===== src/fp_diff_pkg.sv =====
// Purpose: shared constants and carriers for the frame pulse and differential output block
// Assumes: one system clock at 125 MHz; byte-wide register port
// Notes: long counts derived here become top-level parameter defaults
package fp_diff_pkg;

  // ----------------------------------------------------------------
  // clock
  // ----------------------------------------------------------------
  localparam int CLK_NS = 8;
  localparam int CLK_KHZ = 125000;

  // ----------------------------------------------------------------
  // register offsets
  // ----------------------------------------------------------------
  localparam logic [7:0] ADDR_RATE = 8'h5B;
  localparam logic [7:0] ADDR_SHAPE = 8'h5C;
  localparam logic [7:0] ADDR_OFF_LOW = 8'h5D;
  localparam logic [7:0] ADDR_OFF_MID = 8'h5E;
  localparam logic [7:0] ADDR_OFF_COARSE = 8'h5F;
  localparam logic [7:0] ADDR_DIFF = 8'h60;

  // ----------------------------------------------------------------
  // reset values
  // ----------------------------------------------------------------
  localparam logic [7:0] RST_RATE = 8'h03;
  localparam logic [7:0] RST_SHAPE = 8'h03;
  localparam logic [7:0] RST_OFFSET = 8'h00;
  localparam logic [7:0] RST_DIFF = 8'hA3;

  // ----------------------------------------------------------------
  // field positions
  // ----------------------------------------------------------------
  localparam int RATE_LSB = 0;
  localparam int SHAPE_STYLE_BIT = 0;
  localparam int SHAPE_EDGE_BIT = 1;
  localparam int SHAPE_WIDTH_LSB = 4;
  localparam int SHAPE_POL_BIT = 7;
  localparam int COARSE_LSB = 0;
  localparam int DIFF_EN0_BIT = 0;
  localparam int DIFF_EN1_BIT = 1;
  localparam int DIFF_SKEW0_LSB = 4;
  localparam int DIFF_SKEW1_LSB = 6;
  localparam logic [2:0] WIDTH_CODE_SYNTH = 3'h7;
  localparam logic [2:0] RATE_CODE_64K = 3'h7;

  // ----------------------------------------------------------------
  // pulse widths, one period of each reference rate, rounded up
  // ----------------------------------------------------------------
  localparam int W0_KHZ = 19440;
  localparam int W1_KHZ = 38880;
  localparam int W2_KHZ = 77760;
  localparam int W3_KHZ = 155520;
  localparam int W4_KHZ = 6480;
  localparam int W5_KHZ = 51840;
  localparam int W0_CYC = (CLK_KHZ + W0_KHZ - 1) / W0_KHZ;
  localparam int W1_CYC = (CLK_KHZ + W1_KHZ - 1) / W1_KHZ;
  localparam int W2_CYC = (CLK_KHZ + W2_KHZ - 1) / W2_KHZ;
  localparam int W3_CYC = (CLK_KHZ + W3_KHZ - 1) / W3_KHZ;
  localparam int W4_CYC = (CLK_KHZ + W4_KHZ - 1) / W4_KHZ;
  localparam int W5_CYC = (CLK_KHZ + W5_KHZ - 1) / W5_KHZ;

  // ----------------------------------------------------------------
  // frame periods (ns) and their cycle counts
  // ----------------------------------------------------------------
  localparam int PER_166_NS = 6000000;
  localparam int PER_400_NS = 2500000;
  localparam int PER_1K_NS = 1000000;
  localparam int PER_2K_NS = 500000;
  localparam int PER_4K_NS = 250000;
  localparam int PER_8K_NS = 125000;
  localparam int PER_64K_NS = 15625;
  localparam int PER_166_CYC = PER_166_NS / CLK_NS;
  localparam int PER_400_CYC = PER_400_NS / CLK_NS;
  localparam int PER_1K_CYC = PER_1K_NS / CLK_NS;
  localparam int PER_2K_CYC = PER_2K_NS / CLK_NS;
  localparam int PER_4K_CYC = PER_4K_NS / CLK_NS;
  localparam int PER_8K_CYC = PER_8K_NS / CLK_NS;
  localparam int PER_64K_CYC = PER_64K_NS / CLK_NS;

  // ----------------------------------------------------------------
  // fine offset step, as a 16-bit fraction of one system cycle
  // ----------------------------------------------------------------
  localparam longint FINE_648_KHZ = 207360;
  localparam longint FINE_1944_KHZ = 311040;
  localparam longint FINE_FRAC_SCALE = 65536;
  localparam logic [19:0] FINE_K_648 = 20'((FINE_FRAC_SCALE * CLK_KHZ) / FINE_648_KHZ);
  localparam logic [19:0] FINE_K_1944 = 20'((FINE_FRAC_SCALE * CLK_KHZ) / FINE_1944_KHZ);

  // ----------------------------------------------------------------
  // carriers
  // ----------------------------------------------------------------
  typedef struct packed {
    logic [7:0] addr;
    logic [7:0] wdata;
    logic wr;
    logic rd;
  } reg_req_s;

  typedef struct packed {
    logic data;
    logic oe;
  } diff_out_s;

endpackage


===== src/diff_skew_out.sv =====
// Purpose: one differential output with enable and alignment skew
// Assumes: clk_in is a sampled synthesized clock, synchronous to sys_clk
// Notes: each skew step is one system cycle, coarser than the true step
`timescale 1ns/1ps
module diff_skew_out
  import fp_diff_pkg::*;
(
  // clock and reset
  input wire logic sys_clk,
  input wire logic rst_n,
  // control
  input wire logic clk_in,
  input wire logic enable,
  input wire logic [1:0] skew_code,
  // pin
  output diff_out_s pin
);

  typedef struct packed {
    logic [3:0] line;
    diff_out_s pin;
  } skew_state_s;

  skew_state_s st_reg;
  skew_state_s st_next;
  logic [5:0] hist_reg;

  always_comb
  begin
    st_next = st_reg;
    st_next.line = {st_reg.line[2:0], clk_in};
    // RULE13 RULE14 RULE16: skew tap
    st_next.pin.data = st_reg.line[skew_code];
    // RULE11 RULE12: enable or float
    st_next.pin.oe = enable;
  end

  always_ff @(posedge sys_clk)
  begin
    if (!rst_n)
    begin
      st_reg <= '0;
    end
    else
    begin
      st_reg <= st_next;
    end
  end

  assign pin = st_reg.pin;

  // history of the input for checking only
  always_ff @(posedge sys_clk)
  begin
    hist_reg <= {hist_reg[4:0], clk_in};
  end
endmodule


===== src/frame_pulse_and_diff_out_ctrl.sv =====
// Purpose: register bank and output logic for the second frame pulse and the differential outputs
// Assumes: synthesized clocks arrive as levels synchronous to sys_clk
// Notes: sub-cycle steps are rounded to whole system cycles
// How it works
// RULE1: style bit picks a 50% duty clock or an aligned frame pulse.
// RULE2: edge bit starts the pulse on rising or falling synthesized clock edge.
// RULE3: width codes 000..101 give one period of the listed reference rates.
// RULE4: width code 111 makes the pulse one synthesized clock cycle wide.
// RULE5: polarity bit clear gives active high, set gives active low.
// RULE6: the phase offset is one 22-bit value over three byte registers.
// RULE7: low register holds offset bits 7:0, mid register bits 15:8.
// RULE8: for 6.48 MHz family each fine unit delays one 207.36 MHz period.
// RULE9: for 19.44 MHz family each fine unit delays one 311.04 MHz period.
// RULE10: coarse register bits 5:0 add whole 8 kHz cycles of delay.
// RULE11: control bit 0 enables first differential output, else it floats.
// RULE12: control bit 1 enables second differential output, else it floats.
// RULE13: bits 5:4 shift first differential output against first clock.
// RULE14: lower skew codes advance, higher codes retard the output.
// RULE15: rate field selects frame pulse rate from 166.67 Hz to 64 kHz.
// RULE16: bits 7:6 skew the second differential output, lower codes advance.
// RULE17: software keeps reserved bits default and writes all offset bytes.
`timescale 1ns/1ps
module frame_pulse_and_diff_out_ctrl
  import fp_diff_pkg::*;
#(
  parameter int PERIOD_166_CYC = PER_166_CYC,
  parameter int PERIOD_400_CYC = PER_400_CYC,
  parameter int PERIOD_1K_CYC = PER_1K_CYC,
  parameter int PERIOD_2K_CYC = PER_2K_CYC,
  parameter int PERIOD_4K_CYC = PER_4K_CYC,
  parameter int PERIOD_8K_CYC = PER_8K_CYC
)
(
  // clock and reset
  input wire logic sys_clk,
  input wire logic rst_n,
  // register port
  input reg_req_s bus_req,
  output logic [7:0] rd_data,
  // synthesized clocks
  input wire logic first_synth_clock,
  input wire logic second_synth_clock,
  input wire logic second_clock_family_648,
  // outputs
  output logic second_frame_pulse_out,
  output diff_out_s first_diff_output,
  output diff_out_s second_diff_output
);

  // ----------------------------------------------------------------
  // state
  // ----------------------------------------------------------------
  typedef struct packed {
    logic [7:0] rate_reg;
    logic [7:0] shape_reg;
    logic [7:0] off_low_reg;
    logic [7:0] off_mid_reg;
    logic [7:0] off_coarse_reg;
    logic [7:0] diff_reg;
    logic [21:0] offset_live;
    logic [19:0] frame_cnt;
    logic [19:0] target;
    logic [19:0] phase_cnt;
    logic [4:0] width_cnt;
    logic armed;
    logic active;
    logic clk_prev;
    logic pulse_out;
    logic [7:0] rd_data;
  } state_s;

  localparam state_s ST_RESET = '{
    rate_reg: RST_RATE,
    shape_reg: RST_SHAPE,
    off_low_reg: RST_OFFSET,
    off_mid_reg: RST_OFFSET,
    off_coarse_reg: RST_OFFSET,
    diff_reg: RST_DIFF,
    default: '0
  };

  state_s st_reg;
  state_s st_next;

  // ----------------------------------------------------------------
  // helpers
  // ----------------------------------------------------------------
  // RULE15: rate to frame period
  function automatic logic [19:0] period_cycles(input logic [2:0] code);
    logic [19:0] p;
    p = 20'(PERIOD_8K_CYC);
    unique case (code)
      3'h0: p = 20'(PERIOD_166_CYC);
      3'h1: p = 20'(PERIOD_400_CYC);
      3'h2: p = 20'(PERIOD_1K_CYC);
      3'h3: p = 20'(PERIOD_2K_CYC);
      3'h4: p = 20'(PERIOD_4K_CYC);
      3'h5: p = 20'(PERIOD_8K_CYC);
      3'h6: p = 20'(PERIOD_8K_CYC);
      3'h7: p = 20'(PER_64K_CYC);
    endcase
    return p;
  endfunction

  // RULE3: width code to cycles
  function automatic logic [4:0] width_cycles(input logic [2:0] code);
    logic [4:0] w;
    w = 5'(W0_CYC);
    unique case (code)
      3'h0: w = 5'(W0_CYC);
      3'h1: w = 5'(W1_CYC);
      3'h2: w = 5'(W2_CYC);
      3'h3: w = 5'(W3_CYC);
      3'h4: w = 5'(W4_CYC);
      3'h5: w = 5'(W5_CYC);
      3'h6: w = 5'(W0_CYC);
      3'h7: w = 5'h01;
    endcase
    return w;
  endfunction

  // position of the pulse within the frame
  function automatic logic [19:0] delay_target(input logic [21:0] off, input logic fam648,
                                               input logic [19:0] period);
    logic [35:0] fine_prod;
    logic [19:0] total;
    // RULE8 RULE9: fine step by family
    fine_prod = 36'(off[15:0]) * 36'(fam648 ? FINE_K_648 : FINE_K_1944);
    // RULE10: coarse in 8 kHz cycles
    total = 20'(off[21:16]) * 20'(PERIOD_8K_CYC);
    total = total + 20'(fine_prod >> 16);
    return total % period;
  endfunction

  // ----------------------------------------------------------------
  // decoded fields
  // ----------------------------------------------------------------
  logic style_pulse;
  logic edge_fall;
  logic [2:0] width_code;
  logic pol_low;
  logic [2:0] rate_code;
  logic [19:0] period;
  logic rise;
  logic fall;
  logic sync_edge;
  logic start;
  logic level;

  assign style_pulse = st_reg.shape_reg[SHAPE_STYLE_BIT];
  assign edge_fall = st_reg.shape_reg[SHAPE_EDGE_BIT];
  assign width_code = st_reg.shape_reg[SHAPE_WIDTH_LSB +: 3];
  assign pol_low = st_reg.shape_reg[SHAPE_POL_BIT];
  assign rate_code = st_reg.rate_reg[RATE_LSB +: 3];
  assign period = period_cycles(rate_code);
  assign rise = second_synth_clock & ~st_reg.clk_prev;
  assign fall = ~second_synth_clock & st_reg.clk_prev;
  // RULE2: chosen sync edge
  assign sync_edge = edge_fall ? fall : rise;
  assign start = st_reg.armed & sync_edge;

  // ----------------------------------------------------------------
  // next state
  // ----------------------------------------------------------------
  always_comb
  begin
    st_next = st_reg;
    level = 1'b0;
    st_next.clk_prev = second_synth_clock;
    st_next.rd_data = 8'h00;

    // read data stands only in the cycle after the strobe
    if (bus_req.rd)
    begin
      unique case (bus_req.addr)
        ADDR_RATE: st_next.rd_data = st_reg.rate_reg;
        ADDR_SHAPE: st_next.rd_data = st_reg.shape_reg;
        ADDR_OFF_LOW: st_next.rd_data = st_reg.off_low_reg;
        ADDR_OFF_MID: st_next.rd_data = st_reg.off_mid_reg;
        ADDR_OFF_COARSE: st_next.rd_data = st_reg.off_coarse_reg;
        ADDR_DIFF: st_next.rd_data = st_reg.diff_reg;
        default: st_next.rd_data = 8'h00;
      endcase
    end

    if (bus_req.wr)
    begin
      unique case (bus_req.addr)
        ADDR_RATE: st_next.rate_reg = bus_req.wdata;
        ADDR_SHAPE: st_next.shape_reg = bus_req.wdata;
        // RULE7: fine bytes
        ADDR_OFF_LOW: st_next.off_low_reg = bus_req.wdata;
        ADDR_OFF_MID: st_next.off_mid_reg = bus_req.wdata;
        ADDR_OFF_COARSE:
        begin
          st_next.off_coarse_reg = bus_req.wdata;
          // RULE6 RULE17: commit whole offset
          // taking all 22 bits at once keeps a half-written offset off the pin
          st_next.offset_live = {bus_req.wdata[COARSE_LSB +: 6], st_reg.off_mid_reg,
                                 st_reg.off_low_reg};
        end
        ADDR_DIFF: st_next.diff_reg = bus_req.wdata;
        default:
        begin
        end
      endcase
    end

    // registered to keep the divider off the pulse path
    st_next.target = delay_target(st_reg.offset_live, second_clock_family_648, period);

    // RULE15: frame counter
    if (st_reg.frame_cnt >= period - 20'h1)
    begin
      st_next.frame_cnt = 20'h0;
    end
    else
    begin
      st_next.frame_cnt = st_reg.frame_cnt + 20'h1;
    end

    if (st_reg.frame_cnt == st_reg.target)
    begin
      st_next.armed = 1'b1;
    end

    if (st_reg.phase_cnt != 20'hFFFFF)
    begin
      st_next.phase_cnt = st_reg.phase_cnt + 20'h1;
    end

    if (start)
    begin
      st_next.armed = 1'b0;
      st_next.active = 1'b1;
      st_next.phase_cnt = 20'h0;
      st_next.width_cnt = width_cycles(width_code) - 5'h1;
    end
    else if (st_reg.active)
    begin
      if (width_code == WIDTH_CODE_SYNTH)
      begin
        // RULE4: one synthesized cycle
        if (sync_edge)
        begin
          st_next.active = 1'b0;
        end
      end
      else if (st_reg.width_cnt == 5'h0)
      begin
        // RULE3: width elapsed
        st_next.active = 1'b0;
      end
      else
      begin
        st_next.width_cnt = st_reg.width_cnt - 5'h1;
      end
    end

    // RULE1: clock style or frame pulse
    if (st_next.shape_reg[SHAPE_STYLE_BIT])
    begin
      level = st_next.active;
    end
    else
    begin
      level = st_next.phase_cnt < (period_cycles(st_next.rate_reg[RATE_LSB +: 3]) >> 1);
    end
    // RULE5: polarity
    st_next.pulse_out = level ^ st_next.shape_reg[SHAPE_POL_BIT];
  end

  always_ff @(posedge sys_clk)
  begin
    if (!rst_n)
    begin
      st_reg <= ST_RESET;
    end
    else
    begin
      st_reg <= st_next;
    end
  end

  assign rd_data = st_reg.rd_data;
  assign second_frame_pulse_out = st_reg.pulse_out;

  // ----------------------------------------------------------------
  // differential outputs
  // ----------------------------------------------------------------
  diff_skew_out u_first_diff (
    .sys_clk(sys_clk),
    .rst_n(rst_n),
    .clk_in(first_synth_clock),
    .enable(st_reg.diff_reg[DIFF_EN0_BIT]),
    .skew_code(st_reg.diff_reg[DIFF_SKEW0_LSB +: 2]),
    .pin(first_diff_output)
  );

  diff_skew_out u_second_diff (
    .sys_clk(sys_clk),
    .rst_n(rst_n),
    .clk_in(second_synth_clock),
    .enable(st_reg.diff_reg[DIFF_EN1_BIT]),
    .skew_code(st_reg.diff_reg[DIFF_SKEW1_LSB +: 2]),
    .pin(second_diff_output)
  );
endmodule


===== config.mk =====
export PLATFORM = sky130hd
export DESIGN_NAME = frame_pulse_and_diff_out_ctrl
export DESIGN_NICKNAME = d
export VERILOG_FILES = /design/src/fp_diff_pkg.sv /design/src/diff_skew_out.sv /design/src/frame_pulse_and_diff_out_ctrl.sv
export SDC_FILE = /design/constraint.sdc
export NUM_CORES = 2
export LEC_CHECK = 0
export BUFFER_PORTS_ARGS = -buffer_cell sky130_fd_sc_hd__buf_2
export CORE_MARGIN = 8
export CORE_UTILIZATION = 30
export CTS_CLUSTER_SIZE = 40
export DETAILED_ROUTE_END_ITERATION = 6
export SYNTH_ARGS = -nofsm -noshare
export SYNTH_HDL_FRONTEND = slang
export SYNTH_SLANG_ARGS = --single-unit

===== constraint.sdc =====
create_clock -name sys_clk -period 44.9 [get_ports sys_clk]
set_input_delay 2.245 -clock sys_clk [delete_from_list [all_inputs] [get_ports sys_clk]]
set_output_delay 2.245 -clock sys_clk [all_outputs]
set_load 0.01 [all_outputs]

* Yosys cells after proc, flatten, opt, wreduce, memory -nomap -nowiden
Memories as Yosys holds them, arrays and structs flattened. A register that Yosys moved wholly into a read port is not among the register bits.
Cells that the tools add are included.
** Operators by class
- Muxes and demuxes :: 32
- Divide/modulo/power cells :: 1
- Add/sub/neg operators :: 6
- Reductions and logical operators :: 12
- Multiply operators :: 2
- $lt $le $gt $ge :: 4
- Bitwise logic cells :: 7
- Equality and inequality tests :: 11
** Operators by type and width (number)
- $mux 65 :: 1
- $mux 20 :: 3
- $eq 8x7->1 const B :: 6
- $pmux 8 s6 :: 1
- $add 20x1->20 const B :: 2
- $mux 8 :: 5
- $mul 16x16->32 :: 1
- $mux 5 :: 5
- $mux 22 :: 1
- $add 20x16->20 :: 1
- $eq 20x20->1 :: 1
- $ge 20x20->1 :: 1
- $lt 20x19->1 :: 1
- $mod 20x20->20 :: 1
- $mul 6x14->20 const B :: 1
- $ne 20x20->1 const B :: 1
- $sub 20x1->20 const B :: 1
- $mux 16 :: 1
- $reduce_and 2->1 :: 7
- $mux 3 :: 4
- $sub 5x1->5 const B :: 2
- $mux 1 :: 9
- $lt 2x3->1 const B :: 2
- $logic_not 5->1 :: 1
- 9 further kinds :: 16
** Word-level totals
- Logic and storage cells :: 102
- Register bits after elaboration :: 159
- Memories :: 3
- Bits in read-only memories :: 352
- Output and inout port bits :: 13
** Memory list
- (name not given) :: depth 8, width 20, read ports 1, clocked after Yosys merged registers in 0, write ports 0, RTL line frame_pulse_and_diff_out_ctrl.sv:92 : unique case (code)
- (name not given) :: depth 8, width 20, read ports 1, clocked after Yosys merged registers in 1, write ports 0, RTL line frame_pulse_and_diff_out_ctrl.sv:92
- (name not given) :: depth 8, width 4, read ports 1, clocked after Yosys merged registers in 1, write ports 0, RTL line frame_pulse_and_diff_out_ctrl.sv:109 : unique case (code)

* Depth between registers and ports, before layout
- Word-level depth :: 9
- Gate-level depth with buffers :: 231
- Depth with buffers taken out :: 214

* By module
A second synthesis with hierarchy kept.
** Second synthesis, totals
- Cells, all modules :: 3468
- Area total of the unflattened synthesis :: 27629.0 um^2
** By module, submodules not included
- frame_pulse_and_diff_out_ctrl :: seq. area each 3283.1 um^2, cells an instance 3438, area an instance 27238.6 um^2, times used 1
- diff_skew_out :: seq. area each 120.1 um^2, cells an instance 15, area an instance 195.2 um^2, times used 2

* Least setup slack after synthesis
Ideal clock, no wire load.
- Path type :: input port to flip-flop
- From :: in second_clock_family_648
- To :: reg st_reg[42] in the netlist's numbering
- Stages on the path :: 203
- Slack :: -3.448 ns
- Library setup time :: 0.115 ns
- Buffers on the path :: 25
- Arrival :: 48.233 ns
- Path through :: clkbuf_1 > clkbuf_1 > clkbuf_1 > nand2_1 > fa_1 > fa_1 > inv_1 > fa_1 > fa_1 > fa_1 > inv_1 > fa_1 > inv_1 > ha_1 > a21o_1 > a21o_1 > a221o_1 > a21oi_1 > [167 not listed] > o22ai_1 > clkbuf_1 > clkbuf_1 > mux2_2 > ha_1 > o21ai_0 > a21boi_0 > o21ai_0 > nand2b_1 > a31oi_1 > o21a_1 > o31ai_1 > a211oi_1 > o21a_1 > clkbuf_1 > clkbuf_1 > mux2i_1 > o21a_1
** On the way
- Cells in the longest elaborated chain, start to end :: 4
** Ends and longest elaborated chain
- start, declared :: RTL line frame_pulse_and_diff_out_ctrl.sv:43 : input wire logic second_clock_family_648,
- $mux 16 :: RTL line frame_pulse_and_diff_out_ctrl.sv:128 : fine_prod = 36'(off[15:0]) * 36'(fam648 ? FINE_K_648 : FINE_K_1944);
- $mul 16x16->32 :: RTL line frame_pulse_and_diff_out_ctrl.sv:128
- $add 20x16->20 :: RTL line frame_pulse_and_diff_out_ctrl.sv:131 : total = total + 20'(fine_prod >> 16);
- $mod 20x20->20 :: RTL line frame_pulse_and_diff_out_ctrl.sv:132 : return total % period;
- end signal, assigned :: RTL line frame_pulse_and_diff_out_ctrl.sv:281 : st_reg <= st_next;
- end, declared :: RTL line frame_pulse_and_diff_out_ctrl.sv:82 : state_s st_reg;
Every way passes these cells.
A chain may end at the register's enable or synchronous reset.

* Worst setup path in the final report
- From :: in second_clock_family_648
- To :: reg st_reg[55] in the netlist's numbering
Same word-level chain as after synthesis.

==> flow_metrics.env <==
export IMPL_leakagePower_nw=16.8
export IMPL_hp_class="register to register"
export IMPL_stdcell_count=4924
export IMPL_grt_pass1_wl_mm=129
export IMPL_viasPerCell=5.17
export IMPL_postLayoutCellArea_mm2=0.0332
export IMPL_syn_inst=3447
export IMPL_fin_skew_ns=0.0169
export IMPL_drt_total_wl_mm=81.9
export IMPL_slew_viol_final=0
export IMPL_regToRegSetupSlack_ns=2.89
export IMPL_cts_clk_slew_worst_paths_ns=0.07
export IMPL_netlist_area_mm2=0.0275
export IMPL_synth_seq_cells=175
export IMPL_worstSetupPathType="input pin to register"
export IMPL_crit_required_ns=45.29
export IMPL_initial_core_util_pct=30.2
export IMPL_fin_crit_sh_pct=96.8
export IMPL_cts_root_buf="clkbuf_16"
export IMPL_dpl_instance_area_mm2=0.0310
export IMPL_max_freq_ghz=0.0230
export IMPL_tightest_slew_ns=1.10
export IMPL_min_period_ns=43.48
export IMPL_hold_worst_slack_ns=0.460
export IMPL_slowest_delay_ns=0.52
export IMPL_drcViolationCount=0
export IMPL_path_common_cell="ha_1"
export IMPL_clock_path_buffers=2
export IMPL_utilization_pct=36.4
export IMPL_ioPinCount=36
export IMPL_die_y_um=319
export IMPL_ir_drop_mv=0.0259
export IMPL_die_area_mm2=0.102
export IMPL_cts_sinks=175
export IMPL_switching_share_pct=26.0
export IMPL_end_kind="register"
export IMPL_drtIter0Drc=1551
export IMPL_outcome="finished clean"
export IMPL_avgSynthCellArea_um2=7.98
export IMPL_cts_buffers=17
export IMPL_io_buffers=35
export IMPL_critical_path_slowest_cell="fa_1"
export IMPL_vias=25474
export IMPL_wl_met1_mm=37.2
export IMPL_clock_power_share_pct=43.9
export IMPL_relSlewSlack_pct=25.4
export IMPL_yosysSeqAreaShare_pct=12.7
export IMPL_dr_wl_met2_mm=39.1
export IMPL_ant_nets=0
export IMPL_p_switching_mw=0.0903
export IMPL_clk_latency_ns=0.45
export IMPL_met3RoutedLength_mm=3.87
export IMPL_seqPwrFrac_pct=45.7
export IMPL_synth_main_ff_cell="dfxtp_1"
export IMPL_grt_max_degree=106
export IMPL_p_int_mw=0.257
export IMPL_setup_viol=0
export IMPL_dp_hpwl_mm=65.0
export IMPL_largest_reg_flops=126
export IMPL_rows=111
export IMPL_critPathMaxFanout=24
export IMPL_grt_pass1_vias=24441
export IMPL_synth_edff_count=0
export IMPL_place_congestion=0.914
export IMPL_die_w_um=319
export IMPL_fin_nets=4333
export IMPL_placed_cells=4834
export IMPL_drive_above_1_share_pct=17.7
export IMPL_grt_overflow=0
export IMPL_rsz0062_at_grt="true"
export IMPL_drv_cap=0
export IMPL_antenna_found_initial=1
export IMPL_synth_cell_types=96
export IMPL_htreeDepth=4
export IMPL_dr_pass1_iters=5
export IMPL_yosys_warnings=0
export IMPL_routedWlPerCell_um=16.6
export IMPL_cp_arrival_ns=43.88
export IMPL_pwr_share_comb_pct=10.3
export IMPL_layout_area_overhead_vs_synth_pct=20.6
export IMPL_hold_viol_final=0
export IMPL_track_usage_pct=15.2
export IMPL_top_layer="met4"
export IMPL_power_per_cell_area_mw_per_mm2=10.5
export IMPL_cts_tree="done"
export IMPL_coreArea_mm2=0.0912
export IMPL_start_kind="input pin"
export IMPL_async_reset_ff_share_pct=0
export IMPL_finalPower_mw=0.348
## synthesized netlist by cell type (all sizes together), types with 9 or more instances
| library cell | count | share of area, % |
|---|---|---|
| nand2 | 355 | 4.8 |
| a211oi | 19 | 0.54 |
| clkbuf | 92 | 1.3 |
| o211ai | 36 | 0.98 |
| nor2b | 72 | 1.6 |
| a21o | 92 | 2.5 |
| a221oi | 9 | 0.29 |
| fa | 137 | 10 |
| a211o | 9 | 0.29 |
| o211a | 9 | 0.33 |
| nand2b | 40 | 0.91 |
| nand3 | 85 | 1.6 |
| xnor2 | 147 | 4.7 |
| o21ai | 136 | 2.5 |
| or2 | 22 | 0.50 |
| a21boi | 47 | 1.3 |
| or3 | 33 | 0.75 |
| mux2i | 58 | 2.1 |
| buf | 24 | 0.59 |
| nor4 | 19 | 0.54 |
| nor3 | 72 | 1.4 |
| o31ai | 22 | 0.64 |
| nand4 | 28 | 0.64 |
| xor2 | 106 | 3.4 |
| a31oi | 28 | 0.71 |
| o21bai | 19 | 0.52 |
| mux2 | 21 | 0.86 |
| dfxtp | 175 | 13 |
| a21oi | 192 | 3.5 |
| inv | 293 | 4.0 |
| and2 | 73 | 1.7 |
| and3 | 28 | 0.64 |
| o21a | 65 | 1.8 |
| nor2 | 284 | 3.9 |
| ha | 448 | 20 |
## kinds of logic after synthesis
family	share of synthesized area (%)
muxes	3.62
buffers and inverters	5.84
adders and majority gates	30.3
other	0.0273
xor gates and xnor gates	8.05
and+or+nand+nor	20.1
DFF	12.7
AOI/OAI and AO/OA	19.3
## critical path, delay by kind of cell
kind	cells	cell delay, ns
compound gates	98	19.54
fa+ha+maj	29	9.47
simple gates	48	8.00
buf+inv	24	3.29
mux	3	0.94
xor+xnor	2	0.31
## path summary, 6_finish.rpt
check / startpoint / endpoint / depth (start not counted)
hold / removal: st_reg[114] / st_reg[114] / 2
setup / recovery: second_clock_family_648 / st_reg[55] / 204
hold reg to reg: st_reg[114] / st_reg[114] / 2
setup reg to reg: st_reg[84] / st_reg[55] / 200
## per-layer routing
layer	GRT usage (%)	vias up
li1	-	12678
met1	20.2	12071
met2	26.4	605
met3	1.77	120
met4	3.19	0
met5	0	-
## per-stage QoR
stage	setup slack, ns	TNS, ns
floorplan	0.0302	0
global placement	-0.934	-15.21
detailed placement	-1.73	-32.16
CTS	0.0486	0
global route	-0.431	-5.41
finish	1.42	0
## layout by cell type (no fill, tap or decap), types with 25 or more instances in the layout
cell type,n
nand4_1,28
ha_1,432
mux2i_1,54
and2_1,69
inv_1,293
a21o_1,90
nand2_1,349
dfxtp_1,175
a21boi_0,37
xor2_1,106
nor3_1,66
a21oi_2,36
nor2_1,271
buf_4,314
and3_1,25
fa_1,136
nand2b_1,39
xnor2_1,147
a21oi_1,154
or3_1,32
buf_2,35
o211ai_1,36
nand3_1,78
o21a_1,61
nor2b_1,68
o21ai_0,104
## what timing repair did
action | 4_1_cts | 5_1_grt
cloned | 0 | 6
hold buffers | 0 | 0
gates resized for setup | 31 | 206
pin swaps | 3 | 85
buffers inserted | 2 | 50
hold endpoints to repair | 0 | 0
endpoints found under the setup margin | 20 | 20
## power by group through the flow
stage                     Clock, mW  Combinational, mW  Sequential [mW]
after CTS                     0.155             0.0344            0.159
after global routing          0.162             0.0398            0.159
final                         0.153             0.0360            0.159
after global placement            0             0.0340            0.162
after detailed placement          0             0.0342            0.162
after floorplan                   0             0.0238            0.162
## cell type report
class / instances / area (um^2)
Tap cell: 1186 / 1480
Clock buffer: 17 / 425
Inverter: 293 / 1100
Sequential cell: 175 / 3500
Antenna cell: 1 / 2.50
Multi-Input combinational cell: 2869 / 23700
Clock inverter: 14 / 170
Fill cell: 9377 / 58100
Timing Repair Buffer: 369 / 2820
No activity file was read; power rests on OpenSTA's default activity.
